File: config.mk
export PLATFORM = sky130hd
export DESIGN_NAME = ctu_timer
export DESIGN_NICKNAME = d
export VERILOG_FILES = /design/src/rtl/ctu_pkg.sv /design/src/rtl/ctu_edge_if.sv /design/src/rtl/ctu_edge_det.sv /design/src/rtl/ctu_timer.sv
export SDC_FILE = /design/constraint.sdc
export NUM_CORES = 1
export LEC_CHECK = 0
export BUFFER_PORTS_ARGS = -buffer_cell sky130_fd_sc_hd__buf_4
export CAP_MARGIN = 25
export CORE_MARGIN = 2
export CORE_UTILIZATION = 30
export CTS_CLUSTER_SIZE = 24
export DETAILED_ROUTE_END_ITERATION = 10
export PLACE_DENSITY = 0.55
export RECOVER_POWER = 50
export SLEW_MARGIN = 20
export SYNTH_ARGS = -nofsm -noshare
export SYNTH_HDL_FRONTEND = slang
export SYNTH_HIERARCHICAL = 1
export SYNTH_SLANG_ARGS = --single-unit
export TNS_END_PERCENT = 50
File: constraint.sdc
create_clock -name clk_sys -period 3.6 [get_ports clk_sys]
set_clock_uncertainty 0.05 [all_clocks]
set_input_delay 0.18 -clock clk_sys [delete_from_list [all_inputs] [get_ports clk_sys]]
set_output_delay 0.18 -clock clk_sys [all_outputs]
set_load 0.02 [all_outputs]
File: src/rtl/ctu_pkg.sv
// Purpose: Constants and types shared by the compare timer unit
// Assumes: One 10 MHz clock, synchronous active-high reset
// Notes: Functional notes follow
//
// Functional notes
// - Period compare zero: match every clock
// - Period FFFFH wraps to zero, no wrap flag
// - Period compare writes reach buffer immediately
// - Channel compare below period toggles once per period
// - Channel compare above period never matches
// - Channel buffers load and match in both modes
// - Period and channel at one toggle every two
// - Mode 001 counts only valid input edges
// - Event start clears counter, loads period buffer
// - Event match clears counter, raises period irq
// - Event irq every period plus one edges
// - Outputs unavailable in event count mode
// - Event pin only count clock, capture edge 00
// - Mode 000 start clears, toggles, loads buffer
// - Stopped counter holds FFFFH, reads zero
// - Interval match clears, toggles, raises irq
package ctu_pkg;
  localparam int CTU_W = 16;
  localparam logic [15:0] CTU_CNT_STOP = 16'hFFFF;
  localparam logic [15:0] CTU_CNT_ZERO = 16'h0000;
  localparam logic [2:0] CTU_MODE_INTERVAL = 3'h0;
  localparam logic [2:0] CTU_MODE_EVENT = 3'h1;
  localparam logic [1:0] CTU_EDGE_NONE = 2'h0;
  localparam logic [1:0] CTU_EDGE_RISE = 2'h1;
  localparam logic [1:0] CTU_EDGE_FALL = 2'h2;
  localparam logic [1:0] CTU_EDGE_BOTH = 2'h3;
  localparam logic [3:0] CTU_OUT_RESET = 4'h0;
  localparam logic [3:0] CTU_IRQ_RESET = 4'h0;
  typedef enum logic [1:0] {CTU_IDLE, CTU_WAIT_EDGE, CTU_RUN} ctu_state_e;
endpackage

File: src/rtl/ctu_edge_if.sv
// Purpose: Carries the qualified count enable from edge detector to core
// Assumes: Single clock domain
// Notes: Detector drives tick and core reads it; core drives edge_sel
interface ctu_edge_if;
  logic [1:0] edge_sel;
  logic tick;
  modport det (input edge_sel, output tick);
  modport core (output edge_sel, input tick);
endinterface

File: src/rtl/ctu_edge_det.sv
// Purpose: Synchronise the event pin and detect the selected edge
// Assumes: Pin is asynchronous to clk_sys
// Notes: Pulse is one clk_sys cycle per valid edge
module ctu_edge_det (
  input wire logic clk_sys,
  input wire logic srst,
  input wire logic event_input_pin,
  ctu_edge_if.det eif
);
  logic sync1_reg;
  logic sync2_reg;
  logic prev_reg;
  logic tick_reg;
  logic rise;
  logic fall;

  // =====================================================================
  // Synchroniser, first stage feeds only the second
  always_ff @(posedge clk_sys)
  begin
    if (srst)
    begin
      sync1_reg <= 1'b0;
      sync2_reg <= 1'b0;
      prev_reg <= 1'b0;
    end
    else
    begin
      sync1_reg <= event_input_pin;
      sync2_reg <= sync1_reg;
      prev_reg <= sync2_reg;
    end
  end

  assign rise = sync2_reg & ~prev_reg;
  assign fall = ~sync2_reg & prev_reg;

  // =====================================================================
  // Edge polarity selection
  always_ff @(posedge clk_sys)
  begin
    if (srst)
      tick_reg <= 1'b0;
    else
    begin
      case (eif.edge_sel)
        ctu_pkg::CTU_EDGE_RISE: tick_reg <= rise;
        ctu_pkg::CTU_EDGE_FALL: tick_reg <= fall;
        ctu_pkg::CTU_EDGE_BOTH: tick_reg <= rise | fall;
        default: tick_reg <= 1'b0;
      endcase
    end
  end

  assign eif.tick = tick_reg;

  property p_tick_rise;
    @(posedge clk_sys) disable iff (srst)
      (eif.edge_sel == ctu_pkg::CTU_EDGE_RISE && rise) |=> tick_reg;
  endproperty
  a_tick_rise: assert property (p_tick_rise)
    else $error("rising edge not counted");
  property p_tick_none;
    @(posedge clk_sys) disable iff (srst)
      $past(eif.edge_sel) == ctu_pkg::CTU_EDGE_NONE |-> !tick_reg;
  endproperty
  a_tick_none: assert property (p_tick_none)
    else $error("tick without edge selection");
endmodule // ctu_edge_det

File: src/rtl/ctu_timer.sv
// Purpose: 16-bit interval and event count timer with four compare channels
// Assumes: Count clock is clk_sys in interval mode unless event counting enabled
// Notes: Control bits are plain ports; match irqs are high one cycle per hit, so steady at period zero; wrap_irq stays low
module ctu_timer (
  input wire logic clk_sys,
  input wire logic srst,
  input wire logic run_bit,
  input wire logic [2:0] mode_select_field,
  input wire logic event_count_enable_bit,
  input wire logic [1:0] event_edge_select,
  input wire logic [1:0] capture_edge_select,
  input wire logic [15:0] period_compare_reg,
  input wire logic [15:0] chan1_compare_reg,
  input wire logic [15:0] chan2_compare_reg,
  input wire logic [15:0] chan3_compare_reg,
  input wire logic [3:0] out_enable,
  input wire logic [3:0] out_disabled_level,
  input wire logic event_input_pin,
  output logic [15:0] count_read_reg,
  output logic period_match_irq,
  output logic [2:0] chan_k_match_irq,
  output logic [3:0] toggle_out,
  output logic wrap_flag,
  output logic wrap_irq
);
  ctu_edge_if eif ();
  ctu_pkg::ctu_state_e state_reg;
  logic [15:0] cnt_reg;
  logic [15:0] cnt_next;
  logic [15:0] buf_reg [4];
  logic [3:0] tog_reg;
  logic [3:0] match_irq_reg;
  logic [15:0] count_read_next;
  logic run_d_reg;
  logic start;
  logic event_mode;
  logic ext_clk;
  logic cnt_tick;
  logic [3:0] hit;
  logic [15:0] cmp_src [4];

  ctu_edge_det u_edge (
    .clk_sys(clk_sys),
    .srst(srst),
    .event_input_pin(event_input_pin),
    .eif(eif)
  );

  // The capture edge field must be 00 when the pin clocks the counter, so edge
  // selection is forced off otherwise to keep the pin single-use.
  assign eif.edge_sel = (capture_edge_select == ctu_pkg::CTU_EDGE_NONE) ?
    event_edge_select : ctu_pkg::CTU_EDGE_NONE;

  assign event_mode = (mode_select_field == ctu_pkg::CTU_MODE_EVENT);
  assign ext_clk = event_mode |
    ((mode_select_field == ctu_pkg::CTU_MODE_INTERVAL) & event_count_enable_bit);
  assign cnt_tick = ext_clk ? eif.tick : 1'b1;
  assign start = run_bit & ~run_d_reg;
  assign cmp_src[0] = period_compare_reg;
  assign cmp_src[1] = chan1_compare_reg;
  assign cmp_src[2] = chan2_compare_reg;
  assign cmp_src[3] = chan3_compare_reg;

  // =====================================================================
  // Run edge and start sequencing
  always_ff @(posedge clk_sys)
  begin
    if (srst)
      run_d_reg <= 1'b0;
    else
      run_d_reg <= run_bit;
  end

  always_ff @(posedge clk_sys)
  begin
    if (srst)
      state_reg <= ctu_pkg::CTU_IDLE;
    else
    begin
      case (state_reg)
        ctu_pkg::CTU_IDLE:
          if (start)
            state_reg <= ctu_pkg::CTU_WAIT_EDGE;
        ctu_pkg::CTU_WAIT_EDGE:
          if (!run_bit)
            state_reg <= ctu_pkg::CTU_IDLE;
          else if (cnt_tick)
            state_reg <= ctu_pkg::CTU_RUN;
        ctu_pkg::CTU_RUN:
          if (!run_bit)
            state_reg <= ctu_pkg::CTU_IDLE;
        default: state_reg <= ctu_pkg::CTU_IDLE;
      endcase
    end
  end

  // =====================================================================
  // Compare buffers: anytime write, buffers follow registers every clock, running or stopped
  always_ff @(posedge clk_sys)
  begin
    if (srst)
    begin
      for (int i = 0; i < 4; i++)
        buf_reg[i] <= ctu_pkg::CTU_CNT_ZERO;
    end
    else
    begin
      for (int i = 0; i < 4; i++)
        buf_reg[i] <= cmp_src[i];
    end
  end

  // =====================================================================
  // Counter: first tick after start takes FFFFH to 0000H
  genvar g;
  generate
    for (g = 0; g < 4; g++)
    begin : g_hit
      assign hit[g] = (state_reg == ctu_pkg::CTU_RUN) & cnt_tick &
        (cnt_reg == buf_reg[g]);
    end
  endgenerate

  always_comb
  begin
    cnt_next = cnt_reg;
    if (!run_bit)
      cnt_next = ctu_pkg::CTU_CNT_STOP;
    else if (state_reg == ctu_pkg::CTU_WAIT_EDGE && cnt_tick)
      cnt_next = ctu_pkg::CTU_CNT_ZERO;
    else if (hit[0])
      cnt_next = ctu_pkg::CTU_CNT_ZERO;
    else if (state_reg == ctu_pkg::CTU_RUN && cnt_tick)
      cnt_next = cnt_reg + 16'h0001;
  end

  always_ff @(posedge clk_sys)
  begin
    if (srst)
      cnt_reg <= ctu_pkg::CTU_CNT_STOP;
    else
      cnt_reg <= cnt_next;
  end

  assign count_read_next = run_bit ? cnt_next : ctu_pkg::CTU_CNT_ZERO;

  always_ff @(posedge clk_sys)
  begin
    if (srst)
      count_read_reg <= ctu_pkg::CTU_CNT_ZERO;
    else
      count_read_reg <= count_read_next;
  end

  // =====================================================================
  // Match interrupts, high one cycle per hit, so held high while hitting every clock
  always_ff @(posedge clk_sys)
  begin
    if (srst)
      match_irq_reg <= ctu_pkg::CTU_IRQ_RESET;
    else
      match_irq_reg <= hit;
  end

  // A count past FFFFH rolls over to 0000H by plain overflow, and wrap_flag and wrap_irq are held low;
  // overflow handling belongs to modes not built here.
  always_ff @(posedge clk_sys)
  begin
    if (srst)
    begin
      wrap_flag <= 1'b0;
      wrap_irq <= 1'b0;
    end
    else
    begin
      wrap_flag <= 1'b0;
      wrap_irq <= 1'b0;
    end
  end

  // =====================================================================
  // Toggle outputs
  always_ff @(posedge clk_sys)
  begin
    if (srst)
      tog_reg <= ctu_pkg::CTU_OUT_RESET;
    else if (!run_bit || event_mode)
      tog_reg <= out_disabled_level;
    else
    begin
      if ((state_reg == ctu_pkg::CTU_WAIT_EDGE && cnt_tick) || hit[0])
        tog_reg[0] <= ~tog_reg[0];
      for (int k = 1; k < 4; k++)
        if (hit[k])
          tog_reg[k] <= ~tog_reg[k];
    end
  end

  always_ff @(posedge clk_sys)
  begin
    if (srst)
      toggle_out <= ctu_pkg::CTU_OUT_RESET;
    else
      toggle_out <= (tog_reg & out_enable) | (out_disabled_level & ~out_enable) ;
  end

  assign period_match_irq = match_irq_reg[0];
  assign chan_k_match_irq = match_irq_reg[3:1];

  // =====================================================================
  // Checks
  property p_stop_hold;
    @(posedge clk_sys) disable iff (srst)
      !run_bit |=> cnt_reg == ctu_pkg::CTU_CNT_STOP && count_read_reg == ctu_pkg::CTU_CNT_ZERO;
  endproperty
  a_stop_hold: assert property (p_stop_hold)
    else $error("stopped counter not held");
  property p_stop_hold_chk;
    @(posedge clk_sys) disable iff (srst)
      !run_bit |=> cnt_reg == ctu_pkg::CTU_CNT_STOP;
  endproperty
  a_stop_hold_chk: assert property (p_stop_hold_chk)
    else $error("stopped counter left its full count");
  property p_zero_period;
    @(posedge clk_sys) disable iff (srst)
      (state_reg == ctu_pkg::CTU_RUN && !ext_clk && buf_reg[0] == 16'h0000 && run_bit && cnt_reg == 16'h0000
       && $stable(buf_reg[0])) |=> period_match_irq && cnt_reg == 16'h0000;
  endproperty
  a_zero_period: assert property (p_zero_period)
    else $error("zero period not matching each clock");
  property p_match_clear;
    @(posedge clk_sys) disable iff (srst)
      (hit[0] && run_bit) |=> cnt_reg == 16'h0000 && period_match_irq;
  endproperty
  a_match_clear: assert property (p_match_clear)
    else $error("period match did not clear");
  property p_start_clear;
    @(posedge clk_sys) disable iff (srst)
      (state_reg == ctu_pkg::CTU_WAIT_EDGE && cnt_tick && run_bit) |=> cnt_reg == 16'h0000;
  endproperty
  a_start_clear: assert property (p_start_clear)
    else $error("start did not clear counter");
  property p_no_wrap;
    @(posedge clk_sys) disable iff (srst)
      ##1 !wrap_flag && !wrap_irq;
  endproperty
  a_no_wrap: assert property (p_no_wrap)
    else $error("wrap raised");
  // While running outside event mode, channel toggle bit k moves only on the edge after its own hit, so the hit is tested in the cycle before
  property p_chan_far;
    @(posedge clk_sys) disable iff (srst)
      (run_bit && !event_mode && !hit[1]) |=> $stable(tog_reg[1]);
  endproperty
  a_chan_far: assert property (p_chan_far)
    else $error("channel 1 toggled without match");
  property p_event_out;
    @(posedge clk_sys) disable iff (srst)
      event_mode |=> tog_reg == $past(out_disabled_level);
  endproperty
  a_event_out: assert property (p_event_out)
    else $error("outputs active in event mode");
  property p_event_tick;
    @(posedge clk_sys) disable iff (srst)
      (event_mode && run_bit && state_reg == ctu_pkg::CTU_RUN && !eif.tick) |=> $stable(cnt_reg);
  endproperty
  a_event_tick: assert property (p_event_tick)
    else $error("event counter moved without edge");
  property p_stop_out;
    @(posedge clk_sys) disable iff (srst)
      !run_bit |=> tog_reg == $past(out_disabled_level);
  endproperty
  a_stop_out: assert property (p_stop_out)
    else $error("stopped outputs not at disabled level");
endmodule // ctu_timer

==> summary.txt <==
Status: finished, final reports clean
Rel. slew slack: 50.1%
Pre-CTS setup slack: 1340 ps
Ys Warns: 6
Synthesized cell area: 0.00448 mm^2
Worst setup margin: 1310 ps
CP cell instances: xor2_1, nor4_1, nand2_1, o21ai_2, o21ai_0
Hold Crit Depth: 2
Sum Neg Setup Slack: 0 ps
Adder-Cell Fraction of Synth Area: 0.837%
Worst Hold Class: in2reg
Crit path DAT: 2500 ps
Vias in the first global route: 3833
CP required: 3810 ps
Synthesized instance count: 449
HPWL after DPL: 8990 um
Count of final setup violators: 0
Die Area: 0.0159 mm^2
Cells on worst reg2reg path: 5
RSZ-0062 raised after global routing: no
Compound-cell area share of the yosys netlist: 5.55%
Largest family of logic cells by synthesized area: simple AND/OR/NAND/NOR gates
Root buf cell: clkbuf_16
Period utilization: 63.6%
Final nets: 703
Grt ovf: 0
Clock period minus final worst setup slack: 2290 ps
Critical-path top delay cell: dfxtp_1
DR WL/cell: 15.4 um
DRT antenna net count: 0
Maximum fanout along the worst path: 16
Max FFs per register: 64
Sequential area share after synthesis: 51.4%
Cell Pwr Density: 514 mW/mm^2
CP Class: reg2reg
Die Wd: 126 um
Worst-Skew Late Latency: 420 ps
CP max stage delay: 650 ps
Via/cell ratio: 4.45
CP Launch Type: flop
Global-route wire length before repair: 19900 um
Flops & latches, synth: 115
Starting density of the core: 30.7%
Maxcap violations: 0
Crit path max-delay family: compound AO/OA/AOI/OAI gates
CTS sink cnt: 115
Synth top area share: 51.4%
Most frequent cells after synthesis: dfxtp_1, nor2b_1, xor2_1, xnor2_1, nor2_1
Peak VDD IR: 0.000335 V
Initial antenna violation count: 0
Cell Area, Placed: 0.00538 mm^2
Number of CTS-inserted buffers: 17
Post-CTS Resized: 0
GP Congestion: 0.822
Area Overhead vs Synth: 49.1%
Reg2Reg Setup Slack: 1310 ps
Cell variety after synth: 44
Post-layout util: 45.8%
Max Slew Vio Count: 0
Most frequent cell after synthesis: dfxtp_1
F_max: 437 MHz
Final cell count without fillers: 811
Buffers on Ports: 107
Fin area: 0.00668 mm^2
Ant. Diodes: 0
CP Capture Type: flop
Die height: 126 um
Critical path buffers and inverters: 0
Core Area: 0.0146 mm^2
Clock-pin transition on the worst setup and hold timing paths: 60 ps
Mux cell area share after synthesis: 1.12%
Synth Area in XOR/XNOR: 15.4%
Slew at the pin closest to its max-slew limit: 749 ps
Leakage: 2.72 nW
Pin count of the biggest net entering global routing: 78
Total Routing Usage GR: 16.4%
EDFF count, synth: 0
1st-iter DRT viols: 125
Clk buf depth: 2
Final-report hold violation count: 0
Total number of vias: 3612
Syn Area/Cell: 9.98 um^2
Layout cells sized above 1: 23.1%
Synth area leaders: dfxtp_1, nor2b_1, xor2_1
R2r startpoint: cnt_reg[4]
Async set-reset flop share out of synthesis: 0%
H-tree Lvls: 4
CTS tree: built
Placed cell count: 710
IO Count: 110
Remaining DRCs: 0
Total power: 3.44 mW
Hold_sp: chan3_compare_reg[0]
Detailed Routing Iterations Pass 1: 4
WHS: 6.77 ps
Num rows: 44
RR Endpoint: cnt_reg[8]
Ys flop type: dfxtp_1
Cell taking the most area after synthesis: dfxtp_1
Hold endpoint: buf_reg[3][0]
Post-Route WL: 12500 um
Simple-gate area share of the yosys netlist: 21.7%
per-layer routing:
metal	wire length (um)	vias up	track usage (%)
met5	0	-	0
met2	5870	119	25.9
met1	5550	1657	20.5
li1	-	1812	-
met3	749	24	4.29
met4	339	0	8.92
cells in the final DEF (no fill, tap or decap), types with 11 or more instances in the layout:
cell and count:
nor4_1 12, nand2_1 11, buf_4 107, dlygate4sd3_1 71, nor2b_1 71, dfxtp_1 115, o21ai_0 17, clkbuf_16 17
nor2_1 31, nor3_1 12, xnor2_1 35, xor2_1 44
worst reg2reg max path: stages (launching register included):
cell	delay (ps)
dfxtp_1	650
xor2_1	140
nor4_1	310
nand2_1	220
o21ai_2	560
o21ai_0	210
report_power, final:
| part | internal (mW) | switching (mW) |
|---|---|---|
| Clock | 1.10 | 0.587 |
| Combinational | 0.208 | 0.145 |
| Sequential | 1.34 | 0.0555 |
| Total | 2.65 | 0.787 |
worst max-delay path by stage:
stage                                    to  startpoint  cells past startpoint  slack [ps]
after floorplan           count_read_reg[0]  cnt_reg[0]                      7        1730
after global placement          cnt_reg[10]  cnt_reg[3]                      5        1360
after detailed placement         cnt_reg[9]  cnt_reg[3]                      5        1340
after CTS                        cnt_reg[8]  cnt_reg[3]                      5        1340
final                            cnt_reg[8]  cnt_reg[4]                      5        1310
after global routing             cnt_reg[7]  cnt_reg[3]                      5        1040
layout make-up:
type	count	area, um^2
clock buffer	18	439
tap	184	230
multi-input combinational	298	2010
inverter	4	15.0
fill	1311	7910
sequential	115	2300
clock inverter	12	158
timing repair buffer	180	1530
what timing repair did:
item	CTS	global route
endpoints found under the hold margin	70	0
hold buffers	71	0
buffers inserted	0	0
kinds of logic after synthesis:
family	count (synthesis)
compound gates	37
xor+xnor	79
fa+ha+maj	3
buf+inv	37
flops	115
mux	5
other cells	1
simple gates	172
Power figures use the tool's default switching activity.
